===== config.mk =====
export PLATFORM = sky130hd
export DESIGN_NAME = csp_serial_port
export DESIGN_NICKNAME = d
export VERILOG_FILES = /design/src/hw/csp_pkg.sv /design/src/hw/csp_fifo.sv /design/src/hw/csp_tx.sv /design/src/hw/csp_serial_port.sv
export SDC_FILE = /design/constraint.sdc
export NUM_CORES = 1
export LEC_CHECK = 0
export BUFFER_PORTS_ARGS = -buffer_cell sky130_fd_sc_hd__buf_2
export CORE_ASPECT_RATIO = 0.8
export CORE_MARGIN = 2
export CORE_UTILIZATION = 45
export CTS_CLUSTER_DIAMETER = 120
export DETAILED_ROUTE_END_ITERATION = 16
export PLACE_DENSITY_LB_ADDON = 0.3
export SKIP_LAST_GASP = 1
export SYNTH_ARGS = -nofsm -noshare
export SYNTH_HDL_FRONTEND = slang
export SYNTH_SLANG_ARGS = --single-unit

===== constraint.sdc =====
create_clock -name hclk -period 5.45 [get_ports hclk]
set_input_delay 0.8175 -clock hclk [delete_from_list [all_inputs] [get_ports hclk]]
set_output_delay 0.8175 -clock hclk [all_outputs]
set_load 0.05 [all_outputs]

===== src/hw/csp_pkg.sv =====
// Constants, types and helper functions of the configurable serial port.
package csp_pkg;
  // Clock and line rate.
  localparam int unsigned CSP_CLK_HZ     = 200_000_000;
  localparam int unsigned CSP_BAUD_MIN   = 110;
  localparam int unsigned CSP_BAUD_MAX   = 230_400;
  localparam int unsigned CSP_BAUD_DEF   = 115_200;
  localparam int unsigned CSP_DIV_MAX    = CSP_CLK_HZ / CSP_BAUD_MIN;
  localparam logic [20:0] CSP_DIV_MIN    = 21'(CSP_CLK_HZ / CSP_BAUD_MAX);
  localparam logic [20:0] CSP_DIV_DEF    = 21'(CSP_CLK_HZ / CSP_BAUD_DEF);
  // Character format and buffering.
  localparam int          CSP_FIFO_DEPTH = 16;
  localparam logic [2:0]  CSP_LAST_OFS   = 3'h4;
  localparam logic [2:0]  CSP_HALF_BIT   = 3'h2;
  localparam logic [2:0]  CSP_HALF_S15   = 3'h3;
  localparam logic [2:0]  CSP_HALF_S2    = 3'h4;
  // Register byte offsets.
  localparam logic [7:0]  CSP_OFS_DATA   = 8'h00;
  localparam logic [7:0]  CSP_OFS_CFG    = 8'h04;
  localparam logic [7:0]  CSP_OFS_DIV    = 8'h08;
  localparam logic [7:0]  CSP_OFS_STAT   = 8'h0C;
  // Status and data read bit positions.
  localparam int          CSP_ST_TXE     = 0;
  localparam int          CSP_ST_TXF     = 1;
  localparam int          CSP_ST_RXA     = 2;
  localparam int          CSP_ST_BUSY    = 3;
  localparam int          CSP_ST_OVR     = 4;
  localparam int          CSP_ST_PERR    = 5;
  localparam int          CSP_ST_FERR    = 6;
  localparam int          CSP_RD_VALID   = 10;

  typedef enum logic [2:0] {
    CSP_PAR_NONE  = 3'h0,
    CSP_PAR_EVEN  = 3'h1,
    CSP_PAR_ODD   = 3'h2,
    CSP_PAR_SPACE = 3'h3,
    CSP_PAR_MARK  = 3'h4
  } csp_parity_type;

  typedef struct packed {
    logic           fifo_en;
    csp_parity_type parity;
    logic           stop_two;
    logic [1:0]     width;
  } csp_cfg_type;

  localparam int CSP_CFG_W = $bits(csp_cfg_type);
  localparam csp_cfg_type CSP_CFG_RST = '{fifo_en: 1'b1, parity: CSP_PAR_NONE, stop_two: 1'b0, width: 2'h3};

  typedef struct packed {
    logic       frame_err;
    logic       par_err;
    logic [7:0] data;
  } csp_rx_char_type;

  function automatic logic [7:0] csp_mask(input logic [7:0] d, input logic [1:0] w);
    csp_mask = d & (8'hFF >> (2'h3 - w));
  endfunction

  function automatic logic csp_parity(input logic [7:0] d, input csp_cfg_type c);
    case (c.parity)
      CSP_PAR_EVEN: csp_parity = ^csp_mask(d, c.width);
      CSP_PAR_ODD:  csp_parity = ~^csp_mask(d, c.width);
      CSP_PAR_MARK: csp_parity = 1'b1;
      default:      csp_parity = 1'b0;
    endcase
  endfunction

  function automatic logic [2:0] csp_stop_halves(input csp_cfg_type c);
    if (c.width == 2'h0) begin
      csp_stop_halves = CSP_HALF_S15;
    end else if (c.stop_two) begin
      csp_stop_halves = CSP_HALF_S2;
    end else begin
      csp_stop_halves = CSP_HALF_BIT;
    end
  endfunction
endpackage


===== src/hw/csp_fifo.sv =====
// Parameterised first-in first-out buffer with valid and ready on both sides.
`timescale 1ns/1ps
module csp_fifo import csp_pkg::*; #(
  parameter int W     = 8,
  parameter int DEPTH = CSP_FIFO_DEPTH
) (
  // Clock and control
  input  wire logic         hclk,
  input  wire logic         hresetn,
  input  wire logic         ce,
  input  wire logic         single,
  // Filling side
  input  wire logic         in_valid,
  input  wire logic [W-1:0] in_data,
  output logic              in_ready,
  // Draining side
  output logic              out_valid,
  output logic [W-1:0]      out_data,
  input  wire logic         out_ready
);
  localparam int AW = $clog2(DEPTH);

  logic [W-1:0]  mem [DEPTH];
  logic [AW-1:0] wr_reg;
  logic [AW-1:0] wr_next;
  logic [AW-1:0] rd_reg;
  logic [AW-1:0] rd_next;
  logic [AW:0]   cnt_reg;
  logic [AW:0]   cnt_next;
  logic          push;
  logic          pop;

  // With buffering off one entry is used, so each character is handed over alone.
  assign in_ready  = single ? (cnt_reg == '0) : (cnt_reg != (AW+1)'(DEPTH));
  assign out_valid = cnt_reg != '0;
  assign out_data  = mem[rd_reg];
  assign push      = in_valid & in_ready;
  assign pop       = out_valid & out_ready;

  always_comb begin
    wr_next  = wr_reg;
    rd_next  = rd_reg;
    cnt_next = cnt_reg;
    if (push) begin
      wr_next = (wr_reg == AW'(DEPTH - 1)) ? '0 : wr_reg + 1'b1;
    end
    if (pop) begin
      rd_next = (rd_reg == AW'(DEPTH - 1)) ? '0 : rd_reg + 1'b1;
    end
    if (push && !pop) begin
      cnt_next = cnt_reg + 1'b1;
    end else if (pop && !push) begin
      cnt_next = cnt_reg - 1'b1;
    end
  end

  always_ff @(posedge hclk or negedge hresetn) begin
    if (!hresetn) begin
      wr_reg  <= '0;
      rd_reg  <= '0;
      cnt_reg <= '0;
    end else if (ce) begin
      wr_reg  <= wr_next;
      rd_reg  <= rd_next;
      cnt_reg <= cnt_next;
    end
  end

  always_ff @(posedge hclk) begin
    if (ce && push) begin
      mem[wr_reg] <= in_data;
    end
  end
endmodule


===== src/hw/csp_tx.sv =====
// Serial transmitter that frames one character at a time onto the line.
`timescale 1ns/1ps
module csp_tx import csp_pkg::*; (
  // Clock and control
  input  wire logic        hclk,
  input  wire logic        hresetn,
  input  wire logic        ce,
  input  wire logic [19:0] half_div,
  input  wire csp_cfg_type cfg,
  // Character stream
  input  wire logic        in_valid,
  input  wire logic [7:0]  in_data,
  output logic             in_ready,
  // Line side
  output logic             txd,
  output logic             busy
);
  typedef enum logic [4:0] {
    CSP_TX_IDLE  = 5'b00001,
    CSP_TX_START = 5'b00010,
    CSP_TX_DATA  = 5'b00100,
    CSP_TX_PAR   = 5'b01000,
    CSP_TX_STOP  = 5'b10000
  } csp_tx_state_type;

  csp_tx_state_type st_reg;
  csp_tx_state_type st_next;
  csp_cfg_type      cfg_reg;
  csp_cfg_type      cfg_next;
  logic [19:0]      cnt_reg;
  logic [19:0]      cnt_next;
  logic [2:0]       half_reg;
  logic [2:0]       half_next;
  logic [2:0]       bit_reg;
  logic [2:0]       bit_next;
  logic [7:0]       sh_reg;
  logic [7:0]       sh_next;
  logic             par_reg;
  logic             par_next;
  logic             txd_reg;
  logic             txd_next;
  logic             bit_end;

  assign in_ready = st_reg == CSP_TX_IDLE;
  assign busy     = st_reg != CSP_TX_IDLE;
  assign txd      = txd_reg;

  always_comb begin
    st_next   = st_reg;
    cfg_next  = cfg_reg;
    cnt_next  = cnt_reg;
    half_next = half_reg;
    bit_next  = bit_reg;
    sh_next   = sh_reg;
    par_next  = par_reg;
    txd_next  = txd_reg;
    bit_end   = 1'b0;
    if (st_reg != CSP_TX_IDLE) begin
      if (cnt_reg == half_div - 20'h1) begin
        cnt_next  = '0;
        half_next = half_reg - 3'h1;
        bit_end   = half_reg == 3'h1;
      end else begin
        cnt_next = cnt_reg + 20'h1;
      end
    end
    case (st_reg)
      CSP_TX_IDLE: begin
        if (in_valid) begin
          // The format is latched per character so a change never splits one.
          cfg_next  = cfg;
          sh_next   = in_data;
          par_next  = csp_parity(in_data, cfg);
          txd_next  = 1'b0;
          cnt_next  = '0;
          half_next = CSP_HALF_BIT;
          st_next   = CSP_TX_START;
        end
      end
      CSP_TX_START: begin
        if (bit_end) begin
          txd_next  = sh_reg[0];
          bit_next  = '0;
          half_next = CSP_HALF_BIT;
          st_next   = CSP_TX_DATA;
        end
      end
      CSP_TX_DATA: begin
        if (bit_end) begin
          half_next = CSP_HALF_BIT;
          if (bit_reg == 3'(cfg_reg.width) + CSP_LAST_OFS) begin
            if (cfg_reg.parity != CSP_PAR_NONE) begin
              txd_next = par_reg;
              st_next  = CSP_TX_PAR;
            end else begin
              txd_next  = 1'b1;
              half_next = csp_stop_halves(cfg_reg);
              st_next   = CSP_TX_STOP;
            end
          end else begin
            sh_next  = sh_reg >> 1;
            txd_next = sh_reg[1];
            bit_next = bit_reg + 3'h1;
          end
        end
      end
      CSP_TX_PAR: begin
        if (bit_end) begin
          txd_next  = 1'b1;
          half_next = csp_stop_halves(cfg_reg);
          st_next   = CSP_TX_STOP;
        end
      end
      CSP_TX_STOP: begin
        if (bit_end) begin
          st_next = CSP_TX_IDLE;
        end
      end
      default: begin
        st_next  = CSP_TX_IDLE;
        txd_next = 1'b1;
      end
    endcase
  end

  always_ff @(posedge hclk or negedge hresetn) begin
    if (!hresetn) begin
      st_reg   <= CSP_TX_IDLE;
      cfg_reg  <= CSP_CFG_RST;
      cnt_reg  <= '0;
      half_reg <= '0;
      bit_reg  <= '0;
      sh_reg   <= '0;
      par_reg  <= 1'b0;
      txd_reg  <= 1'b1;
    end else if (ce) begin
      st_reg   <= st_next;
      cfg_reg  <= cfg_next;
      cnt_reg  <= cnt_next;
      half_reg <= half_next;
      bit_reg  <= bit_next;
      sh_reg   <= sh_next;
      par_reg  <= par_next;
      txd_reg  <= txd_next;
    end
  end
endmodule


===== src/hw/csp_serial_port.sv =====
// Configurable serial port with AHB-Lite registers, receiver and two FIFOs.
`timescale 1ns/1ps
module csp_serial_port import csp_pkg::*; #(
  parameter int unsigned DIV_MAX = CSP_DIV_MAX,
  parameter int          DEPTH   = CSP_FIFO_DEPTH
) (
  // Clock, reset and enable
  input  wire logic        hclk,
  input  wire logic        hresetn,
  input  wire logic        ce,
  // AHB-Lite slave
  input  wire logic        hsel,
  input  wire logic [31:0] haddr,
  input  wire logic [1:0]  htrans,
  input  wire logic        hwrite,
  input  wire logic [2:0]  hsize,
  input  wire logic [31:0] hwdata,
  input  wire logic        hready,
  output logic             hreadyout,
  output logic [31:0]      hrdata,
  output logic             hresp,
  // Serial line
  input  wire logic        rxd,
  output logic             txd
);
  typedef enum logic [4:0] {
    CSP_RX_IDLE  = 5'b00001,
    CSP_RX_START = 5'b00010,
    CSP_RX_DATA  = 5'b00100,
    CSP_RX_PAR   = 5'b01000,
    CSP_RX_STOP  = 5'b10000
  } csp_rx_state_type;

  localparam int RXW = $bits(csp_rx_char_type);

  // Bus and register state.
  logic            pend_reg;
  logic            pend_next;
  logic            pw_reg;
  logic            pw_next;
  logic [7:0]      pa_reg;
  logic [7:0]      pa_next;
  logic            rdy_reg;
  logic            rdy_next;
  logic [31:0]     rd_reg;
  logic [31:0]     rd_next;
  csp_cfg_type     cfg_reg;
  csp_cfg_type     cfg_next;
  logic [20:0]     div_reg;
  logic [20:0]     div_next;
  logic            ovr_reg;
  logic            ovr_next;
  logic            perr_reg;
  logic            perr_next;
  logic            ferr_reg;
  logic            ferr_next;
  logic [20:0]     div_wr;
  logic            tx_push;
  logic            rx_pop;

  // Receiver state.
  logic            s1_reg;
  logic            s2_reg;
  csp_rx_state_type rst_reg;
  csp_rx_state_type rst_next;
  csp_cfg_type     rcfg_reg;
  csp_cfg_type     rcfg_next;
  logic [20:0]     rcnt_reg;
  logic [20:0]     rcnt_next;
  logic [2:0]      rbit_reg;
  logic [2:0]      rbit_next;
  logic [7:0]      rsh_reg;
  logic [7:0]      rsh_next;
  logic            rpar_reg;
  logic            rpar_next;
  logic            rx_push;
  csp_rx_char_type rx_char;

  // FIFO connections.
  logic            tx_in_ready;
  logic            tx_out_valid;
  logic [7:0]      tx_out_data;
  logic            tx_take;
  logic            tx_busy;
  logic            rx_in_ready;
  logic            rx_out_valid;
  logic [RXW-1:0]  rx_out_data;

  assign hreadyout = rdy_reg;
  assign hrdata    = rd_reg;
  assign hresp     = 1'b0;
  assign div_wr    = hwdata[20:0];

  always_comb begin
    pend_next = pend_reg;
    pw_next   = pw_reg;
    pa_next   = pa_reg;
    rdy_next  = rdy_reg;
    rd_next   = rd_reg;
    cfg_next  = cfg_reg;
    div_next  = div_reg;
    tx_push   = 1'b0;
    rx_pop    = 1'b0;
    ovr_next  = ovr_reg;
    perr_next = perr_reg;
    ferr_next = ferr_reg;
    if (pend_reg) begin
      if (pw_reg && pa_reg == CSP_OFS_DATA) begin
        // A full transmit FIFO holds the bus in wait states instead of dropping data.
        if (tx_in_ready) begin
          tx_push   = 1'b1;
          pend_next = 1'b0;
          rdy_next  = 1'b1;
        end
      end else begin
        pend_next = 1'b0;
        rdy_next  = 1'b1;
        if (pw_reg) begin
          if (pa_reg == CSP_OFS_CFG) begin
            cfg_next = csp_cfg_type'(hwdata[CSP_CFG_W-1:0]);
          end else if (pa_reg == CSP_OFS_DIV) begin
            if (div_wr < CSP_DIV_MIN) begin
              div_next = CSP_DIV_MIN;
            end else if (div_wr > 21'(DIV_MAX)) begin
              div_next = 21'(DIV_MAX);
            end else begin
              div_next = div_wr;
            end
          end else if (pa_reg == CSP_OFS_STAT) begin
            ovr_next  = ovr_reg & ~hwdata[CSP_ST_OVR];
            perr_next = perr_reg & ~hwdata[CSP_ST_PERR];
            ferr_next = ferr_reg & ~hwdata[CSP_ST_FERR];
          end
        end else begin
          rd_next = '0;
          if (pa_reg == CSP_OFS_DATA) begin
            rx_pop                = rx_out_valid;
            rd_next[RXW-1:0]      = rx_out_data;
            rd_next[CSP_RD_VALID] = rx_out_valid;
          end else if (pa_reg == CSP_OFS_CFG) begin
            rd_next[CSP_CFG_W-1:0] = cfg_reg;
          end else if (pa_reg == CSP_OFS_DIV) begin
            rd_next[20:0] = div_reg;
          end else if (pa_reg == CSP_OFS_STAT) begin
            rd_next[CSP_ST_TXE]  = !tx_out_valid;
            rd_next[CSP_ST_TXF]  = !tx_in_ready;
            rd_next[CSP_ST_RXA]  = rx_out_valid;
            rd_next[CSP_ST_BUSY] = tx_busy;
            rd_next[CSP_ST_OVR]  = ovr_reg;
            rd_next[CSP_ST_PERR] = perr_reg;
            rd_next[CSP_ST_FERR] = ferr_reg;
          end
        end
      end
    end else if (hsel && hready && htrans[1]) begin
      pend_next = 1'b1;
      pw_next   = hwrite;
      pa_next   = {haddr[7:2], 2'h0};
      rdy_next  = 1'b0;
    end
    // A receiver event in the clearing cycle keeps its flag set.
    if (rx_push) begin
      ovr_next  = ovr_next | !rx_in_ready;
      perr_next = perr_next | rx_char.par_err;
      ferr_next = ferr_next | rx_char.frame_err;
    end
  end

  always_ff @(posedge hclk or negedge hresetn) begin
    if (!hresetn) begin
      pend_reg <= 1'b0;
      pw_reg   <= 1'b0;
      pa_reg   <= '0;
      rdy_reg  <= 1'b1;
      rd_reg   <= '0;
      cfg_reg  <= CSP_CFG_RST;
      div_reg  <= CSP_DIV_DEF;
      ovr_reg  <= 1'b0;
      perr_reg <= 1'b0;
      ferr_reg <= 1'b0;
    end else if (ce) begin
      pend_reg <= pend_next;
      pw_reg   <= pw_next;
      pa_reg   <= pa_next;
      rdy_reg  <= rdy_next;
      rd_reg   <= rd_next;
      cfg_reg  <= cfg_next;
      div_reg  <= div_next;
      ovr_reg  <= ovr_next;
      perr_reg <= perr_next;
      ferr_reg <= ferr_next;
    end
  end

  // Receiver samples each bit at its centre; only the first stop bit is checked.
  assign rx_char.data      = rsh_reg >> (2'h3 - rcfg_reg.width);
  assign rx_char.par_err   = (rcfg_reg.parity != CSP_PAR_NONE) &&
                             (rpar_reg != csp_parity(rx_char.data, rcfg_reg));
  assign rx_char.frame_err = !s2_reg;

  always_comb begin
    rst_next  = rst_reg;
    rcfg_next = rcfg_reg;
    rcnt_next = rcnt_reg + 21'h1;
    rbit_next = rbit_reg;
    rsh_next  = rsh_reg;
    rpar_next = rpar_reg;
    rx_push   = 1'b0;
    case (rst_reg)
      CSP_RX_IDLE: begin
        rcnt_next = '0;
        if (!s2_reg) begin
          rcfg_next = cfg_reg;
          rst_next  = CSP_RX_START;
        end
      end
      CSP_RX_START: begin
        if (rcnt_reg == (div_reg >> 1) - 21'h1) begin
          rcnt_next = '0;
          rbit_next = '0;
          rst_next  = s2_reg ? CSP_RX_IDLE : CSP_RX_DATA;
        end
      end
      CSP_RX_DATA: begin
        if (rcnt_reg == div_reg - 21'h1) begin
          rcnt_next = '0;
          rsh_next  = {s2_reg, rsh_reg[7:1]};
          rbit_next = rbit_reg + 3'h1;
          if (rbit_reg == 3'(rcfg_reg.width) + CSP_LAST_OFS) begin
            rst_next = (rcfg_reg.parity != CSP_PAR_NONE) ? CSP_RX_PAR : CSP_RX_STOP;
          end
        end
      end
      CSP_RX_PAR: begin
        if (rcnt_reg == div_reg - 21'h1) begin
          rcnt_next = '0;
          rpar_next = s2_reg;
          rst_next  = CSP_RX_STOP;
        end
      end
      CSP_RX_STOP: begin
        if (rcnt_reg == div_reg - 21'h1) begin
          rx_push  = 1'b1;
          rst_next = CSP_RX_IDLE;
        end
      end
      default: begin
        rst_next = CSP_RX_IDLE;
      end
    endcase
  end

  always_ff @(posedge hclk or negedge hresetn) begin
    if (!hresetn) begin
      s1_reg   <= 1'b1;
      s2_reg   <= 1'b1;
      rst_reg  <= CSP_RX_IDLE;
      rcfg_reg <= CSP_CFG_RST;
      rcnt_reg <= '0;
      rbit_reg <= '0;
      rsh_reg  <= '0;
      rpar_reg <= 1'b0;
    end else if (ce) begin
      s1_reg   <= rxd;
      s2_reg   <= s1_reg;
      rst_reg  <= rst_next;
      rcfg_reg <= rcfg_next;
      rcnt_reg <= rcnt_next;
      rbit_reg <= rbit_next;
      rsh_reg  <= rsh_next;
      rpar_reg <= rpar_next;
    end
  end

  // Transmit path: bus writes fill, the transmitter drains.
  csp_fifo #(
    .W     (8),
    .DEPTH (DEPTH)
  ) u_tx_fifo (
    .hclk      (hclk),
    .hresetn   (hresetn),
    .ce        (ce),
    .single    (!cfg_reg.fifo_en),
    .in_valid  (tx_push),
    .in_data   (hwdata[7:0]),
    .in_ready  (tx_in_ready),
    .out_valid (tx_out_valid),
    .out_data  (tx_out_data),
    .out_ready (tx_take)
  );

  csp_tx u_tx (
    .hclk     (hclk),
    .hresetn  (hresetn),
    .ce       (ce),
    .half_div (div_reg[20:1]),
    .cfg      (cfg_reg),
    .in_valid (tx_out_valid),
    .in_data  (tx_out_data),
    .in_ready (tx_take),
    .txd      (txd),
    .busy     (tx_busy)
  );

  // Receive path: a character that finds the FIFO full is dropped and flagged.
  csp_fifo #(
    .W     (RXW),
    .DEPTH (DEPTH)
  ) u_rx_fifo (
    .hclk      (hclk),
    .hresetn   (hresetn),
    .ce        (ce),
    .single    (!cfg_reg.fifo_en),
    .in_valid  (rx_push),
    .in_data   (rx_char),
    .in_ready  (rx_in_ready),
    .out_valid (rx_out_valid),
    .out_data  (rx_out_data),
    .out_ready (rx_pop)
  );
endmodule


==> results of run 1 <==
-- logic make-up after synthesis --
logic type / count (synthesis) / synth area share
muxes: 163 / 0.119
and+or+nand+nor: 507 / 0.113
adders and majority gates: 29 / 0.0168
buffers and inverters: 159 / 0.0305
DFF: 467 / 0.584
xor gates and xnor gates: 122 / 0.0597
AOI/OAI and AO/OA: 267 / 0.0772
other: 1 / 0.000167
-- placed cells by master (no fill, tap or decap), drive strengths merged, types with 16 or more instances in the layout --
cell / instances
ha: 27
o22ai: 17
clkbuf: 59
mux4: 76
mux2i: 29
nand3: 55
dfstp: 18
nor3: 44
xor2: 39
inv: 50
and2: 19
dfrtp: 161
edfxtp: 288
nor2: 109
and3: 16
nand2: 160
buf: 79
a21oi: 39
xnor2: 63
nand4: 21
clkinv: 16
o21ai: 98
mux2: 58
nor2b: 19
xnor3: 20
-- per-layer routing --
layer,up-vias,part of all wire,track usage
met5,-,0,0
met4,0,0.017,0.0492
met3,58,0.065,0.0363
met2,398,0.45,0.314
met1,7296,0.47,0.314
li1,6425,-,-
-- stage by stage --
stage	setup slack, ps	util	area, um^2	power (uW)
finish	706	0.506	25100	11100
global route	486	0.506	25100	11600
CTS	825	0.506	25100	11200
detailed placement	901	0.471	23400	7570
global placement	923	0.471	23400	7500
floorplan	1380	-	22600	6820
-- cell type report --
cell class	instances	share of cell area
Multi-Input combinational cell	1100	0.348
Timing Repair Buffer	80	0.0186
Tap cell	675	0.0337
Inverter	48	0.00718
Clock buffer	58	0.0493
Sequential cell	467	0.524
Clock inverter	30	0.0190
-- critical path, delay by kind of cell (launching register included) --
| kind | cells | cell delay, ps |
|---|---|---|
| simple gates | 7 | 2350 |
| buf+inv | 4 | 740 |
| flops | 1 | 510 |
| compound gates | 2 | 450 |
| fa+ha+maj | 1 | 310 |
-- path summary, 6_finish.rpt --
path | from | end | slack (ps) | cells past startpoint
hold / removal | hresetn | u_tx.sh_reg[6] | 230 | 1
max in group asynchronous | hresetn | u_tx_fifo.wr_reg[2] | 3990 | 2
hold reg to reg | u_rx_fifo.cnt_reg[4] | u_rx_fifo.cnt_reg[4] | 470 | 1
min in group hclk | rxd | s1_reg | 450 | 2
setup / recovery | div_reg[1] | u_rx_fifo.mem[10][1] | 710 | 14
setup reg to reg | div_reg[1] | u_rx_fifo.mem[10][1] | 710 | 14
-- power by group through the flow --
stage	clock [uW]	sequential, uW	combinational, uW
after floorplan	0	4400	2430
after global placement	0	4710	2800
after detailed placement	0	4720	2840
after CTS	3650	4650	2860
after global routing	3780	4720	3120
final	3590	4650	2850
==> metrics, run 1 <==
Crit Path Max Fanout 12; crit start category flop; CTS Buf Count 47; Synth Register Bits 467; Vias 14200; crit end category flop; Mapped Cells 1715; Avg Vias per Cell 5.77; vias in the first global route 13800; CTS clock-pin slew for the worst setup and hold paths 60 ps; Cell Area, Synth 22500 um^2; layout net count 1849; unique cell type count in the Yosys netlist 80; CTS tree done; DRC Markers 0; # IOs 111; RSZ-0062 raised after global routing no; PwrDens 442 nW/um^2; Largest stage delay, worst path 580 ps; internal power 7560 uW; WL per Instance 21.5 um; outcome finished, final reports clean; detailed-router iteration count before antenna repair 5; worst vdd ir 256 uV; post-DP HPWL 36.4 mm; Initial DRC Count 1306; die area 51900 um^2; max reg flops 160; ANT cells 0; Top Registers u_rx_fifo.mem (160), u_tx_fifo.mem (128); Post-Layout Cell Count 2458; final wirelength 52.9 mm; multi-input logic area 8730 um^2; Synth top cells by count edfxtp_1, dfrtp_1, nand2_1, nor2_1, o21ai_0; postcts setup bufs 0; Main synth FF type edfxtp_1; IO Port Bufs 57; Gates resized, CTS repair 0; Fmax 0.211 GHz; Total GRT Usage 0.208; Gate power share 0.257; Final min period 4740 ps; Pleak 0.00923 uW; Async S/R FF share, synth 0.383; setup TNS 0 ps; # rows 73; Max clock buf depth 3; Inst Count DP 2370; Core ar. 49600 um^2; Horiz. Die Dim 254 um; synthesized area per cell 13.1 um^2; Area growth syn-to-layout 11.4%; setup violators final 0; Crit Path Class reg -> reg; hold-fix buffers at CTS 0; Min Hold Slack 228 ps; post-synthesis sequential area ratio 0.584; initial antenna violation count 0; CP Data Arrival Time 4960 ps; Max-Cap Viols 0; register area 13200 um^2; Largest Register u_rx_fifo.mem; critical-path cell list inv_1 > ha_1 > a21boi_0 > buf_4 > nand2_1 > or4_1 > a22oi_1 > nand4_1 > nor3_2 > buf_4 > and3_1 > buf_4 > nor3b_1 > and2_1; largest net degree at the start of global routing 66; largest area contributor in the netlist edfxtp_1; cell with the most instances after synthesis edfxtp_1; Slew Limit Fails 0; synth top area cells edfxtp_1, dfrtp_1, mux4_2; Post-synth EDFFs 288; first-pass GRT wire length 82.3 mm; Hold Path Class in -> async; H-Tree Depth 2; Initial Util 0.454; clock share of power 0.324; Clock Skew 24.3 ps; Worst Tran Pin Value 1210 ps; Fin. Hold Viols 0; Clock Tree Root clkbuf_16; switch share 0.318; most frequent cell on the critical path buf_4; Die Y 204 um; routability congestion estimate 0.873; Post-DRT Antenna Nets 0; crit share post-route 0.870; Net Switching 3530 uW; Clock Sinks 467; post-synth top area share 0.384; clock latency on the worst-skew pair 590 ps; Slew Limit Headroom 0.189; part of the power in registers 0.420; required time of the critical path 5660 ps; share of cells above drive strength 1 0.186; grt total ovfl 0; Fillers 4226; CP max-delay cell and2_1; Synth warnings 0
(Power assumes the default switching activity.)
==> inputs of run 2 (changes only) <==
==> constraint.sdc (replaced) <==
create_clock -name hclk -period 5.45 [get_ports hclk]
set_input_delay 1.09 -clock hclk [delete_from_list [all_inputs] [get_ports hclk]]
set_output_delay 1.09 -clock hclk [all_outputs]
set_load 0.05 [all_outputs]
==> run 2 against run 1 <==
Combinational power rose by 1%. Register-to-register slack got worse by 280 ps. Total power decreased by 2.8%. Wire length decreased by 0.79%. First-iteration DRC count rose by 11%. Clock skew increased by 2.6 ps.
==> metrics, run 2 (synthesized netlist as in run 1, its figures left out) <==
Hold Path Class reg -> reg; Avg Vias per Cell 5.73; grt total ovfl 0; CTS Buf Count 46; WL per Instance 21.4 um; first-pass GRT wire length 81.2 mm; final core occ 0.503; Top Registers u_rx_fifo.mem (160), u_tx_fifo.mem (128); Post-DRT Antenna Nets 0; Largest stage delay, worst path 580 ps; setup TNS 0 ps; crit end category flop; layout net count 1848; Clock Tree Root clkbuf_16; Final min period 5020 ps; required time of the critical path 5660 ps; Total GRT Usage 0.206; H-Tree Depth 2; Fmax 0.199 GHz; Fillers 4204; Die Y 204 um; Max-Cap Viols 0; clock latency on the worst-skew pair 590 ps; Crit Path Max Fanout 13; Crit path buffers/inverters 1; hold-fix buffers at CTS 0; slack of the worst reg-to-reg path 430 ps; Fin. Hold Viols 0; setup violators final 0; detailed-router iteration count before antenna repair 5; ANT cells 0; Pleak 0.00915 uW; DRC Markers 0; Initial Util 0.454; postcts setup bufs 0; CP Data Arrival Time 5230 ps; RSZ-0062 raised after global routing no; Worst Tran Pin Value 1320 ps; final wirelength 52.5 mm; worst vdd ir 322 uV; IO Port Bufs 57; Post-Layout Cell Count 2453; post-DP HPWL 36.2 mm; Core ar. 49600 um^2; most common cell after layout, fill and taps aside edfxtp_1; initial antenna violation count 0; Clock Sinks 467; die area 51900 um^2; Gates resized, CTS repair 0; Slew Limit Headroom 0.116; Initial DRC Count 1451; crit share post-route 0.922; # IOs 111; CTS clock-pin slew for the worst setup and hold paths 70 ps; Largest Register u_rx_fifo.mem; Max clock buf depth 3; vias in the first global route 13500; # rows 73; max reg flops 160; Crit Path Class reg -> reg; Inst Count DP 2370; Clock Skew 26.9 ps; total power 10800 uW; Horiz. Die Dim 254 um; crit start category flop; PwrDens 433 nW/um^2; CP max-delay cell and3_1; routability congestion estimate 0.915; largest net degree at the start of global routing 118; critical-path cell list inv_1 > ha_1 > a21boi_0 > nand2_1 > or4_1 > a22oi_1 > nand4_1 > nor3_2 > and3_1 > nor3b_1 > and2_1; CTS tree done; Area growth syn-to-layout 10.7%; outcome finished, final reports clean; Worst path top cell family by delay simple AND/OR/NAND/NOR gates; share of cells above drive strength 1 0.182; Vias 14100; leading cell types in the layout, fill and taps excluded edfxtp_1, nand2_1, dfrtp_1; Slew Limit Fails 0
[run 2: changes by cell type in the layout (fill, tap and decap cells not counted), sizes merged]
cell      previous run  this run
clkbuf              59        62
clkinvlp             1         4
clkinv              16        10
bufinv              11         6
[run 2: layout make-up]
class,count,area [um^2],share of cell area
clock buffers,61,1250,0.0500
clock inverters,22,299,0.0120
inverters,48,180,0.00723
multi-input cells,1100,8730,0.350
flip-flops and latches,467,13200,0.527
well taps,675,845,0.0339
repair buffers,80,479,0.0192
[run 2: metrics by stage]
| step | instance area (um^2) | hold slack, ps | setup WS (ps) |
|---|---|---|---|
| floorplan | 22600 | 442 | 1380 |
| global placement | 23400 | 463 | 630 |
| detailed placement | 23400 | 461 | 530 |
| CTS | 24900 | 473 | 486 |
| global route | 24900 | 486 | 94.3 |
| finish | 24900 | 474 | 428 |
[run 2: power breakdown]
part | switching [uW] | internal (uW)
registers | 538 | 4080
clock network | 1370 | 1910
logic | 1560 | 1330
[run 2: worst reg2reg max path, stage by stage, from the launching register on]
cell	delay (ps)
dfrtp_1	490
inv_1	140
ha_1	290
a21boi_0	500
nand2_1	200
or4_1	540
a22oi_1	230
nand4_1	260
nor3_2	440
and3_1	580
nor3b_1	410
and2_1	550
[run 2: per-layer routing]
metal,part of all wire,track usage
met1,0.47,0.314
met2,0.45,0.310
met3,0.065,0.0344
met5,0,0
met4,0.014,0.0462
[run 2: final timing paths]
check                                     startpoint  depth (start not counted)                   end
max in group asynchronous                    hresetn                          2             hrdata[0]
min in group asynchronous                    hresetn                          1       u_tx.bit_reg[0]
worst min-delay path            u_rx_fifo.cnt_reg[4]                          1  u_rx_fifo.cnt_reg[4]
worst min register to register  u_rx_fifo.cnt_reg[4]                          1  u_rx_fifo.cnt_reg[4]
worst max-delay path                      div_reg[1]                         11   u_rx_fifo.mem[8][0]
worst max register to register            div_reg[1]                         11   u_rx_fifo.mem[8][0]
==> inputs of run 3 (changes only) <==
--- a/config.mk
+++ b/config.mk
@@ -5,7 +5,7 @@
 export SDC_FILE = /design/constraint.sdc
 export NUM_CORES = 1
 export LEC_CHECK = 0
-export BUFFER_PORTS_ARGS = -buffer_cell sky130_fd_sc_hd__buf_2
+export BUFFER_PORTS_ARGS = -buffer_cell sky130_fd_sc_hd__clkbuf_2
 export CORE_ASPECT_RATIO = 0.8
 export CORE_MARGIN = 2
 export CORE_UTILIZATION = 45
==> run 3 against run 2 <==
Cell count grew 0.29%. Largest power group unchanged. Clock power grew 5%. Global-route usage grew 0.74 points. Utilization rose by 0.21 points. Combinational power barely moved. Clock skew grew 6.1 ps. Wire length grew 2.9%. Sequential share of layout area decreased by 0.22 points. Sequential power increased by 1%. Critical endpoint is now u_rx_fifo.mem[9][4].
==> metrics, run 3 (synthesized netlist as in run 1, its figures left out) <==
outcome finished, final reports clean; switch share 0.323; share of cells above drive strength 1 0.187; clock share of power 0.313; layout net count 1851; Crit Path Max Fanout 13; Core ar. 49600 um^2; WL per Instance 21.9 um; # IOs 111; Setup WS pre-CTS 610 ps; crit start category flop; RSZ-0062 raised after global routing no; Horiz. Die Dim 254 um; post-DP HPWL 36.9 mm; clock latency on the worst-skew pair 610 ps; Top Registers u_rx_fifo.mem (160), u_tx_fifo.mem (128); CTS tree done; Clock Sinks 467; Post-Layout Cell Count 2460; initial antenna violation count 0; CP max-delay cell a21boi_0; # rows 73; hold path startpoint u_rx_fifo.cnt_reg[4]; crit end category flop; Post-DRT Antenna Nets 0; Area growth syn-to-layout 11.2%; Pleak 0.00922 uW; Clock Tree Root clkbuf_16; Fin. Hold Viols 0; Initial Util 0.454; Die Y 204 um; CTS Buf Count 47; Worst path top cell family by delay simple AND/OR/NAND/NOR gates; worst vdd ir 287 uV; grt total ovfl 0; register area 13200 um^2; required time of the critical path 5670 ps; Slew Limit Fails 0; DRC Markers 0; critical-path cell list inv_1 > ha_1 > a21boi_0 > nand2_1 > or4_1 > a22oi_1 > nand4_1 > nor3_2 > and3_1 > nor3b_1 > and2_1; hold-fix buffers at CTS 0; CTS clock-pin slew for the worst setup and hold paths 60 ps; vias in the first global route 14200; max reg flops 160; setup violators final 0; Clock Skew 32.9 ps; Largest Register u_rx_fifo.mem; reg-to-reg startpoint div_reg[1]; Hold Crit Depth 1; most common cell after layout, fill and taps aside edfxtp_1; routability congestion estimate 0.917; final wirelength 54.0 mm; Largest stage delay, worst path 560 ps; Initial DRC Count 1511; CP Data Arrival Time 5360 ps; Crit path buffers/inverters 1; Hold Path Sink u_rx_fifo.cnt_reg[4]; die area 51900 um^2; Max-Cap Viols 0; leading cell types in the layout, fill and taps excluded edfxtp_1, nand2_1, dfrtp_1; detailed-router iteration count before antenna repair 8; PwrDens 438 nW/um^2; internal power 7430 uW; first-pass GRT wire length 84.3 mm; part of the power in registers 0.426; Slew Limit Headroom 0.258; H-Tree Depth 2; IO Port Bufs 57; postcts setup bufs 0; slack of the worst reg-to-reg path 310 ps; Crit Path Class reg -> reg; Final min period 5140 ps; Total GRT Usage 0.213; Gates resized, CTS repair 0; largest net degree at the start of global routing 100; Avg Vias per Cell 5.82; R2R depth 11; setup TNS 0 ps; ANT cells 0; Hold Path Class reg -> reg; Gate power share 0.261; total power 11000 uW; crit share post-route 0.944; Vias 14300; Min Hold Slack 471 ps; Final WS setup 307 ps; Max clock buf depth 3; r2r endpoint u_rx_fifo.mem[9][4]; Worst Tran Pin Value 1110 ps; Net Switching 3550 uW; multi-input logic area 8730 um^2; Fillers 4216; Inst Count DP 2372; Fmax 0.194 GHz
[run 3: cell count changes in the layout (fill, tap and decap cells not counted), sizes merged]
cell,delta
buf,-54
clkbuf,+49
clkinv,+14
clkinvlp,-4
bufinv,+2
[run 3: cell type report]
cell class,count,share of cell area
Clock buffer,54,0.0488
Clock inverter,34,0.0166
Inverter,48,0.00720
Multi-Input combinational cell,1100,0.349
Sequential cell,467,0.525
Tap cell,675,0.0337
Timing Repair Buffer,82,0.0197
[run 3: power groups by stage]
stage	registers (uW)	logic, uW	clock network, uW
final	4670	2860	3440
after global routing	4730	3130	3640
after CTS	4670	2870	3500
after detailed placement	4740	2860	0
after global placement	4720	2800	0
after floorplan	4400	2430	0
[run 3: worst max-delay path by stage]
stage | from | endpoint | slack (ps) | depth (start not counted)
final | div_reg[1] | u_rx_fifo.mem[9][4] | 310 | 11
after CTS | div_reg[1] | u_rx_fifo.mem[2][6] | 510 | 11
after global routing | div_reg[1] | u_rx_fifo.mem[9][4] | 70 | 11
after floorplan | div_reg[1] | u_rx_fifo.cnt_reg[4] | 1380 | 18
after detailed placement | div_reg[1] | u_rx_fifo.mem[9][3] | 610 | 11
after global placement | div_reg[1] | u_rx_fifo.mem[9][4] | 700 | 11
[run 3: worst register-to-register path, cell delays in order, from the launching register on]
cell	delay, ps
dfrtp_1	500
inv_1	140
ha_1	280
a21boi_0	560
nand2_1	220
or4_1	560
a22oi_1	270
nand4_1	260
nor3_2	440
and3_1	560
nor3b_1	390
and2_1	560
[run 3: stage by stage]
stage | util | instance area (um^2)
after CTS | 0.505 | 25000
after global placement | 0.472 | 23400
after detailed placement | 0.472 | 23400
after floorplan | - | 22600
after global routing | 0.505 | 25000
final | 0.505 | 25000
[run 3: layer usage]
layer  up-vias  GRT usage  wire length, um  share of wire
met5         -          0                0              0
met4         0     0.0555             1030          0.019
met3        68     0.0359             4320          0.080
met2       544      0.320            24200           0.45
met1      7290      0.323            24400           0.45
li1       6417          -                -              -
